`src/fsg_pkg.sv`:
```
// Constants shared by the floppy support glue logic
package fsg_pkg;

  // Low address bits of the floppy port window
  localparam logic [2:0] ADDR_CTL       = 3'h2;
  localparam logic [2:0] ADDR_STATUS    = 3'h4;
  localparam logic [2:0] ADDR_DATA      = 3'h5;
  localparam logic [2:0] ADDR_RATE_DIN  = 3'h7;

  // Digital output register fields
  localparam int CTL_DSL_LO = 0;
  localparam int CTL_DSL_HI = 1;
  localparam int CTL_FRST   = 2;
  localparam int CTL_GATE   = 3;
  localparam int CTL_MON_A  = 4;
  localparam int CTL_MON_B  = 5;
  localparam logic [7:0] CTL_RESET  = 8'h00;
  localparam logic [1:0] DSL_A      = 2'h0;
  localparam logic [1:0] DSL_B      = 2'h1;

  // Rate register
  localparam int RATE_HI = 1;
  localparam logic [1:0] RATE_RESET = 2'h0;

  // Digital input register fields
  localparam int DIN_CHANGE  = 7;
  localparam int DIN_EXT_B   = 6;
  localparam int DIN_EXT_A   = 5;
  localparam int DIN_ANY_SEL = 4;

  // Timing
  localparam int CLK_PERIOD_NS   = 25;
  localparam int PULSE_NS        = 100;
  localparam int PULSE_CYCLES    =
    (PULSE_NS + CLK_PERIOD_NS - 1) / CLK_PERIOD_NS;
  localparam int NOMINAL_TICKS   = 2;

  // Precompensation sequencer states
  typedef enum logic [2:0] {
    PC_IDLE  = 3'b001,
    PC_WAIT  = 3'b010,
    PC_PULSE = 3'b100
  } fsg_pc_state_t;

endpackage

```
`src/fsg_sync.sv`:
```
// Two-flop synchroniser for a bundle of pin inputs
`timescale 1ns/1ps
module fsg_sync #(
  parameter int WIDTH = 1
) (
  input  wire logic             core_clk,
  input  wire logic             sys_rst,
  input  wire logic [WIDTH-1:0] pins,
  output logic      [WIDTH-1:0] synced
);

  logic [WIDTH-1:0] stage1_reg;

  if (WIDTH < 1)
  begin : g_chk
    $error("fsg_sync: WIDTH must be at least 1");
  end

  always_ff @(posedge core_clk or posedge sys_rst)
  begin
    if (sys_rst)
    begin
      stage1_reg <= '0;
      synced     <= '0;
    end
    else
    begin
      stage1_reg <= pins;
      synced     <= stage1_reg;
    end
  end

endmodule

```
`src/fsg_precomp.sv`:
```
// Write precompensation: delays each write pulse that arrives while idle with write enable set by separator ticks
`timescale 1ns/1ps
module fsg_precomp #(
  parameter int NOMINAL = fsg_pkg::NOMINAL_TICKS,
  parameter int PULSE   = fsg_pkg::PULSE_CYCLES
) (
  input  wire logic core_clk,
  input  wire logic sys_rst,
  input  wire logic sep_clk,
  input  wire logic write_data,
  input  wire logic write_en,
  input  wire logic early,
  input  wire logic late,
  output logic      data_out
);

  fsg_pkg::fsg_pc_state_t state_reg;
  logic [3:0]             tick_reg;
  logic [3:0]             width_reg;
  logic                   sep_prev_reg;
  logic                   wd_prev_reg;
  logic                   sep_rise;
  logic                   wd_rise;

  if (NOMINAL < 2 || NOMINAL > 14 || PULSE < 1 || PULSE > 15)
  begin : g_chk
    $error("fsg_precomp: NOMINAL or PULSE out of range");
  end

  assign sep_rise = sep_clk & ~sep_prev_reg;
  assign wd_rise  = write_data & ~wd_prev_reg;

  always_ff @(posedge core_clk or posedge sys_rst)
  begin
    if (sys_rst)
    begin
      sep_prev_reg <= 1'b0;
      wd_prev_reg  <= 1'b0;
    end
    else
    begin
      sep_prev_reg <= sep_clk;
      wd_prev_reg  <= write_data;
    end
  end

  // Early pulses wait one tick less, late pulses one tick more
  always_ff @(posedge core_clk or posedge sys_rst)
  begin
    if (sys_rst)
    begin
      state_reg <= fsg_pkg::PC_IDLE;
      tick_reg  <= 4'h0;
      width_reg <= 4'h0;
      data_out  <= 1'b0;
    end
    else
    begin
      case (state_reg)
        fsg_pkg::PC_IDLE:
        begin
          data_out <= 1'b0;
          if (wd_rise && write_en)
          begin
            state_reg <= fsg_pkg::PC_WAIT;
            if (early && !late)
              tick_reg <= 4'(NOMINAL - 1);
            else if (late && !early)
              tick_reg <= 4'(NOMINAL + 1);
            else
              tick_reg <= 4'(NOMINAL);
          end
        end
        fsg_pkg::PC_WAIT:
        begin
          if (!write_en)
            state_reg <= fsg_pkg::PC_IDLE;
          else if (sep_rise)
          begin
            if (tick_reg == 4'h1)
            begin
              state_reg <= fsg_pkg::PC_PULSE;
              width_reg <= 4'(PULSE);
              data_out  <= 1'b1;
            end
            tick_reg <= tick_reg - 4'h1;
          end
        end
        fsg_pkg::PC_PULSE:
        begin
          if (width_reg == 4'h1)
          begin
            data_out  <= 1'b0;
            state_reg <= fsg_pkg::PC_IDLE;
          end
          width_reg <= width_reg - 4'h1;
        end
        default:
        begin
          state_reg <= fsg_pkg::PC_IDLE;
          data_out  <= 1'b0;
        end
      endcase
    end
  end

endmodule

```
`src/fsg_floppy_glue.sv`:
```
// Floppy support glue: port registers, gating and drive control
`timescale 1ns/1ps

//////////////////////////////////////////////////////////////////////////////
module fsg_floppy_glue #(
  parameter int NOMINAL_TICKS = fsg_pkg::NOMINAL_TICKS,
  parameter int PULSE_CYCLES  = fsg_pkg::PULSE_CYCLES
) (
  input  wire logic       core_clk,
  input  wire logic       sys_rst,
  input  wire logic       floppy_port_select_n,
  input  wire logic       io_write_n,
  input  wire logic       io_read_n,
  input  wire logic [2:0] io_addr,
  input  wire logic [7:0] io_data_in,
  output logic      [7:0] io_data_out,
  output logic            io_data_oe_n,
  input  wire logic       dma_terminal_count_in_n,
  output logic            slot_terminal_count_out,
  output logic            controller_terminal_count_out,
  input  wire logic       dma_channel_two_ack_in_n,
  output logic            controller_dma_ack_out_n,
  output logic            controller_reset_out,
  output logic            controller_chip_select_n,
  input  wire logic       controller_interrupt_in,
  output logic            floppy_interrupt_out,
  input  wire logic       controller_dma_request_in,
  output logic            floppy_dma_request_out,
  output logic            rate_mode_out_n,
  output logic            rate_mode_out_inverted,
  input  wire logic       controller_write_data_in,
  input  wire logic       controller_write_enable_in,
  input  wire logic       separator_clock_in,
  input  wire logic       precomp_ctrl_low,
  input  wire logic       precomp_ctrl_high,
  output logic            precomp_write_data_out,
  input  wire logic       external_drive_present,
  input  wire logic       external_drive_is_a_n,
  input  wire logic       disk_change_in_n,
  output logic            internal_drive_a_select_n,
  output logic            internal_drive_a_motor_n,
  output logic            internal_drive_b_select_n,
  output logic            internal_drive_b_motor_n,
  output logic            external_drive_select,
  output logic            external_drive_motor,
  output logic            drive_a_indicator_n,
  output logic            drive_b_indicator_n,
  output logic            floppy_any_drive_ready
);

  ////////////////////////////////////////////////////////////////////////////
  // Input synchronisation

  localparam int SYNC_W = 26;

  logic [SYNC_W-1:0] pins_raw;
  logic [SYNC_W-1:0] pins_sync;

  logic       s_sel_n;
  logic       s_wr_n;
  logic       s_rd_n;
  logic [2:0] s_addr;
  logic [7:0] s_data;
  logic       s_tc_n;
  logic       s_dack_n;
  logic       s_irq;
  logic       s_drq;
  logic       s_wd;
  logic       s_we;
  logic       s_sep;
  logic       s_early;
  logic       s_late;
  logic       s_ext_present;
  logic       s_ext_a_n;
  logic       s_change_n;

  assign pins_raw = {floppy_port_select_n, io_write_n, io_read_n,
                     io_addr, io_data_in, dma_terminal_count_in_n,
                     dma_channel_two_ack_in_n, controller_interrupt_in,
                     controller_dma_request_in, controller_write_data_in,
                     controller_write_enable_in, separator_clock_in,
                     precomp_ctrl_low, precomp_ctrl_high,
                     external_drive_present, external_drive_is_a_n,
                     disk_change_in_n};

  assign {s_sel_n, s_wr_n, s_rd_n, s_addr, s_data, s_tc_n, s_dack_n,
          s_irq, s_drq, s_wd, s_we, s_sep, s_early, s_late,
          s_ext_present, s_ext_a_n, s_change_n} = pins_sync;

  fsg_sync #(
    .WIDTH (SYNC_W)
  ) u_sync (
    .core_clk (core_clk),
    .sys_rst  (sys_rst),
    .pins     (pins_raw),
    .synced   (pins_sync)
  );

  ////////////////////////////////////////////////////////////////////////////
  // Host access decode

  function automatic logic port_hit(input logic       sel_n,
                                    input logic [2:0] addr,
                                    input logic [2:0] match);
    port_hit = !sel_n && (addr == match);
  endfunction

  logic       wr_prev_n_reg;
  logic       wr_sel_reg;
  logic [2:0] wr_addr_reg;
  logic [7:0] wr_data_reg;
  logic       wr_done;

  // Address and data are captured while the write strobe is low and held while it is high
  always_ff @(posedge core_clk or posedge sys_rst)
  begin
    if (sys_rst)
    begin
      wr_prev_n_reg <= 1'b1;
      wr_sel_reg    <= 1'b0;
      wr_addr_reg   <= 3'h0;
      wr_data_reg   <= 8'h00;
    end
    else
    begin
      wr_prev_n_reg <= s_wr_n;
      if (!s_wr_n)
      begin
        wr_sel_reg  <= !s_sel_n;
        wr_addr_reg <= s_addr;
        wr_data_reg <= s_data;
      end
    end
  end

  // Commit on the trailing edge of the write strobe
  assign wr_done = !wr_prev_n_reg && s_wr_n && wr_sel_reg;

  ////////////////////////////////////////////////////////////////////////////
  // Digital output and rate registers

  logic [7:0] digital_output_reg;
  logic [1:0] rate_reg;

  always_ff @(posedge core_clk or posedge sys_rst)
  begin
    if (sys_rst)
      digital_output_reg <= fsg_pkg::CTL_RESET;
    else if (wr_done && wr_addr_reg == fsg_pkg::ADDR_CTL)
      digital_output_reg <= wr_data_reg;
  end

  always_ff @(posedge core_clk or posedge sys_rst)
  begin
    if (sys_rst)
      rate_reg <= fsg_pkg::RATE_RESET;
    else if (wr_done && wr_addr_reg == fsg_pkg::ADDR_RATE_DIN)
      rate_reg <= wr_data_reg[1:0];
  end

  logic       gate;
  logic [1:0] dsl;
  logic       drive_a_select;
  logic       drive_b_select;
  logic       motor_a;
  logic       motor_b;

  assign gate    = digital_output_reg[fsg_pkg::CTL_GATE];
  assign dsl     = {digital_output_reg[fsg_pkg::CTL_DSL_HI],
                    digital_output_reg[fsg_pkg::CTL_DSL_LO]};
  assign motor_a = digital_output_reg[fsg_pkg::CTL_MON_A];
  assign motor_b = digital_output_reg[fsg_pkg::CTL_MON_B];

  // A drive counts as selected only while its motor bit is set
  assign drive_a_select = (dsl == fsg_pkg::DSL_A) && motor_a;
  assign drive_b_select = (dsl == fsg_pkg::DSL_B) && motor_b;

  ////////////////////////////////////////////////////////////////////////////
  // Controller and DMA gating

  always_ff @(posedge core_clk or posedge sys_rst)
  begin
    if (sys_rst)
    begin
      slot_terminal_count_out       <= 1'b0;
      controller_terminal_count_out <= 1'b0;
      controller_dma_ack_out_n      <= 1'b1;
      floppy_interrupt_out          <= 1'b0;
      floppy_dma_request_out        <= 1'b0;
    end
    else
    begin
      slot_terminal_count_out       <= !s_tc_n;
      controller_terminal_count_out <= gate && !s_tc_n;
      controller_dma_ack_out_n      <= !(gate && !s_dack_n);
      floppy_interrupt_out          <= gate && s_irq;
      floppy_dma_request_out        <= gate && s_drq;
    end
  end

  // Reset is asserted while the register bit is low, also after reset
  always_ff @(posedge core_clk or posedge sys_rst)
  begin
    if (sys_rst)
      controller_reset_out <= 1'b1;
    else
      controller_reset_out <=
        !digital_output_reg[fsg_pkg::CTL_FRST];
  end

  // Chip select while the controller's status or data port is accessed
  always_ff @(posedge core_clk or posedge sys_rst)
  begin
    if (sys_rst)
      controller_chip_select_n <= 1'b1;
    else
      controller_chip_select_n <=
        !((port_hit(s_sel_n, s_addr, fsg_pkg::ADDR_STATUS) ||
           port_hit(s_sel_n, s_addr, fsg_pkg::ADDR_DATA)) &&
          (!s_rd_n || !s_wr_n));
  end

  ////////////////////////////////////////////////////////////////////////////
  // Data rate outputs

  always_ff @(posedge core_clk or posedge sys_rst)
  begin
    if (sys_rst)
    begin
      rate_mode_out_n        <= 1'b1;
      rate_mode_out_inverted <= 1'b0;
    end
    else
    begin
      rate_mode_out_n        <= !rate_reg[fsg_pkg::RATE_HI];
      rate_mode_out_inverted <= rate_reg[fsg_pkg::RATE_HI];
    end
  end

  ////////////////////////////////////////////////////////////////////////////
  // Drive select, motor and indicator outputs

  logic ext_used;
  logic ext_on_a;
  logic ext_on_b;

  assign ext_used = s_ext_present;
  assign ext_on_a = ext_used && !s_ext_a_n;
  assign ext_on_b = ext_used && s_ext_a_n;

  always_ff @(posedge core_clk or posedge sys_rst)
  begin
    if (sys_rst)
    begin
      internal_drive_a_select_n <= 1'b1;
      internal_drive_a_motor_n  <= 1'b1;
      internal_drive_b_select_n <= 1'b1;
      internal_drive_b_motor_n  <= 1'b1;
    end
    else
    begin
      internal_drive_a_select_n <= !(drive_a_select && !ext_on_a);
      internal_drive_a_motor_n  <= !(motor_a && !ext_on_a);
      internal_drive_b_select_n <= !(drive_b_select && !ext_on_b);
      internal_drive_b_motor_n  <= !(motor_b && !ext_on_b);
    end
  end

  always_ff @(posedge core_clk or posedge sys_rst)
  begin
    if (sys_rst)
    begin
      external_drive_select <= 1'b0;
      external_drive_motor  <= 1'b0;
    end
    else
    begin
      external_drive_select <= (ext_on_a && drive_a_select) ||
                               (ext_on_b && drive_b_select);
      external_drive_motor  <= (ext_on_a && motor_a) ||
                               (ext_on_b && motor_b);
    end
  end

  always_ff @(posedge core_clk or posedge sys_rst)
  begin
    if (sys_rst)
    begin
      drive_a_indicator_n    <= 1'b1;
      drive_b_indicator_n    <= 1'b1;
      floppy_any_drive_ready <= 1'b0;
    end
    else
    begin
      drive_a_indicator_n    <= !drive_a_select;
      drive_b_indicator_n    <= !drive_b_select;
      floppy_any_drive_ready <= drive_a_select || drive_b_select;
    end
  end

  ////////////////////////////////////////////////////////////////////////////
  // Digital input register read

  logic [7:0] din_value;

  always_comb
  begin
    din_value = 8'h00;
    din_value[fsg_pkg::DIN_CHANGE]  = !s_change_n && !ext_used;
    din_value[fsg_pkg::DIN_EXT_B]   = ext_on_b;
    din_value[fsg_pkg::DIN_EXT_A]   = ext_on_a;
    din_value[fsg_pkg::DIN_ANY_SEL] = drive_a_select || drive_b_select;
  end

  always_ff @(posedge core_clk or posedge sys_rst)
  begin
    if (sys_rst)
    begin
      io_data_out  <= 8'h00;
      io_data_oe_n <= 1'b1;
    end
    else
    begin
      io_data_oe_n <=
        !(port_hit(s_sel_n, s_addr, fsg_pkg::ADDR_RATE_DIN) && !s_rd_n);
      io_data_out  <= din_value;
    end
  end

  ////////////////////////////////////////////////////////////////////////////
  // Write precompensation

  fsg_precomp #(
    .NOMINAL (NOMINAL_TICKS),
    .PULSE   (PULSE_CYCLES)
  ) u_precomp (
    .core_clk   (core_clk),
    .sys_rst    (sys_rst),
    .sep_clk    (s_sep),
    .write_data (s_wd),
    .write_en   (s_we),
    .early      (s_early),
    .late       (s_late),
    .data_out   (precomp_write_data_out)
  );

endmodule

```
`config.mk`:
```
export PLATFORM = sky130hd
export DESIGN_NAME = fsg_floppy_glue
export DESIGN_NICKNAME = d
export VERILOG_FILES = /design/src/fsg_pkg.sv /design/src/fsg_sync.sv /design/src/fsg_precomp.sv /design/src/fsg_floppy_glue.sv
export SDC_FILE = /design/constraint.sdc
export NUM_CORES = 1
export LEC_CHECK = 0
export BUFFER_PORTS_ARGS = -buffer_cell sky130_fd_sc_hd__buf_2
export CORE_ASPECT_RATIO = 0.9
export CORE_MARGIN = 1
export CORE_UTILIZATION = 30
export CTS_BUF_LIST = sky130_fd_sc_hd__clkbuf_2 sky130_fd_sc_hd__clkbuf_4 sky130_fd_sc_hd__clkbuf_8
export DETAILED_ROUTE_END_ITERATION = 7
export PLACE_DENSITY = 0.54
export REMOVE_ABC_BUFFERS = 1
export SETUP_SLACK_MARGIN = 0.05
export SLEW_MARGIN = 10
export SYNTH_ARGS = -nofsm -noshare
export SYNTH_HDL_FRONTEND = slang
export SYNTH_SLANG_ARGS = --single-unit
export TNS_END_PERCENT = 50
```
`constraint.sdc`:
```
create_clock -name core_clk -period 4.4 [get_ports core_clk]
set_input_delay 0.88 -clock core_clk [delete_from_list [all_inputs] [get_ports core_clk]]
set_output_delay 0.88 -clock core_clk [all_outputs]
set_load 0.02 [all_outputs]
```
==> out/results.ini <==
[outcome]
status=finished, final reports clean

[logic_synthesis]
synth_seq_cells=102
ys_warn_count=0
yosysSeqAreaShare=0.760
async_flop_share=1.00
synthesis.area_um2=3380
netlist_instances=219
synth-edff-count=0
ys.flop_type=dfrtp_1
ys_types=39
avgSynthCellArea_um2=15.4

[final_layout]
drive_gt1_frac=0.367
syn2layout_area_growth_pct=18.6
num_antenna_cells=0
final_cells=433
final_nets=309

[power]
p_per_area_nw_per_um2=481
p_leak_nw=1.86
ir_drop_mv=0.188
total_power_mw=1.93

[place]
hpwlAfterDp_mm=3.21
dpl_worst_slack_ps=2260
portBuffers=49
gp_congestion=0.674
dpl.cell_count=417

[clocking]
clkTransAtPathRegs_ps=110
cts_made_buffers=9
post_cts_buffers=0
cts_hold_repair.buffers=0
clock-sinks=102
cts_buffer_depth=2
root_buffer=clkbuf_8
cts_resized=0
h-tree-depth=3
cts_tree=yes
worstSkewPairLatency_ps=360

[detailed_routing]
first_pass_iters=4
wl_per_cell_um=11.3
drt-initial-drc-count=42
wirelength_mm=4.88
postRouteAntennaNets=0
vias_per_cell=4.03
drcViolationCount=0
vias=1747

[floorplan]
start_util=0.310
die_y_um=103
ioPinCount=56
die_x_um=114
num_rows=36
die-area_um2=11700
core-area_um2=10900

[setup_path]
start_kind=flip-flop
path_cells=buf_2
end_kind=output port
reg2regPathDepth=3
rrSetupSlack_ps=2630
r2r_end=digital_output_reg[5]$_DFFE_PP0P_
cp_max_fo=1
worstReg2RegStart=u_sync.synced[24]$_DFF_PP0_
critPathTopFamily=flip-flops
crit_buf_inv=1
slowest_stage=dfstp_2
slowest_delay_ps=530
crit_required_ps=3520
critical_path_class=flip-flop to output port
arrival_ps=1050

[timing]
finClkSkew_ps=9.68
period_minus_slack_ps=1930
rsz0062_at_grt=false
worst_slack_ps=2470
timing.fmax_mhz=519
slew_headroom=0.406
setup_viol=0
whs_ps=354
finalMaxSlewViolations=0
worst_pin_slew_ps=891
min_period_over_period=0.438
finalHoldViolations=0
tns_ps=0

[worst_hold_path]
min-delay-start=u_sync.stage1_reg[5]$_DFF_PP0_
hold_path_end=u_sync.synced[5]$_DFF_PP0_
whs_path_depth=0
hold_class=flip-flop to flip-flop

[global_routing]
grt_max_degree=76
grt_pass1_vias=1701
overflow=0
antenna_found_initial=0
grt_first_pass_wirelength_mm=8.36
grtUsageTotal=0.0951

[job]
drv_cap=0

## cells in the final DEF, fill, tap and decap left out, drive strengths merged, types with 4 or more instances in the layout
cell type	count
mux2i	5
buf	50
clkbuf	9
and2	4
a21oi	6
inv	17
nor2b	4
dfrtp	89
mux2	16
dfstp	13
nand2b	6
nor2	10
o21ai	8
ha	5
conb	4
nand2	10
## through the flow
step | instance area [µm²] | util
after floorplan | 3340 | -
after global placement | 3790 | 0.348
after detailed placement | 3790 | 0.348
after CTS | 4010 | 0.368
after global routing | 4010 | 0.368
final | 4010 | 0.368
## worst max-delay path by stage
stage	slack, ps	from	cells past startpoint	end
detailed placement	2260	sys_rst	3	internal_drive_a_motor_n$_DFF_PP1_
floorplan	870	sys_rst	1	controller_terminal_count_out$_DFF_PP0_
global route	2420	controller_dma_ack_out_n$_DFF_PP1_	1	controller_dma_ack_out_n
global placement	2280	sys_rst	3	internal_drive_a_select_n$_DFF_PP1_
CTS	2440	controller_dma_ack_out_n$_DFF_PP1_	1	controller_dma_ack_out_n
finish	2470	controller_chip_select_n$_DFF_PP1_	1	controller_chip_select_n
## cells in the mapped netlist (4+ instances only)
cell       n  share of area
mux2i_1    5          0.015
dfstp_2   13           0.10
inv_1     12          0.013
o21ai_0    7          0.010
nand2_1    9          0.010
nor2_1    10          0.011
mux2_2    16          0.053
ha_1       5          0.019
dfrtp_1   89           0.66
nand2b_1   6          0.011
nor2b_1    4         0.0074
a21oi_1    6         0.0089
and2_1     4         0.0074
buf_4      5          0.011
## where the power goes
| group | total, mW | internal [mW] | switching [mW] | leakage, nW |
|---|---|---|---|---|
| clock | 0.626 | 0.282 | 0.344 | 0.111 |
| sequential | 1.10 | 1.04 | 0.0534 | 1.22 |
| combinational | 0.204 | 0.0823 | 0.122 | 0.533 |
## layer usage
metal	share of wire	wire length [µm]	vias up	global-route usage
li1	-	-	827	-
met4	0.017	81	0	0.0450
met1	0.48	2320	870	0.124
met5	0	0	-	0
met3	0.045	219	9	0.0323
met2	0.46	2260	41	0.144
## layout make-up
type,count,area (µm²)
clock buffers,9,124
inverters,12,47.5
well taps,152,190
multi-input cells,101,731
flip-flops and latches,102,2570
repair buffers,50,253
fillers,1085,6890
clock inverters,7,95.1
## kinds of logic after synthesis
family	count (synthesis)	share of synthesized area
AOI/OAI and AO/OA	21	0.0392
buffers and inverters	19	0.0270
adders and majority gates	5	0.0185
muxes	21	0.0681
xor gates and xnor gates	1	0.00259
DFF	102	0.760
and+or+nand+nor	49	0.0833
other	1	0.00111
(Power assumes the default switching activity.)
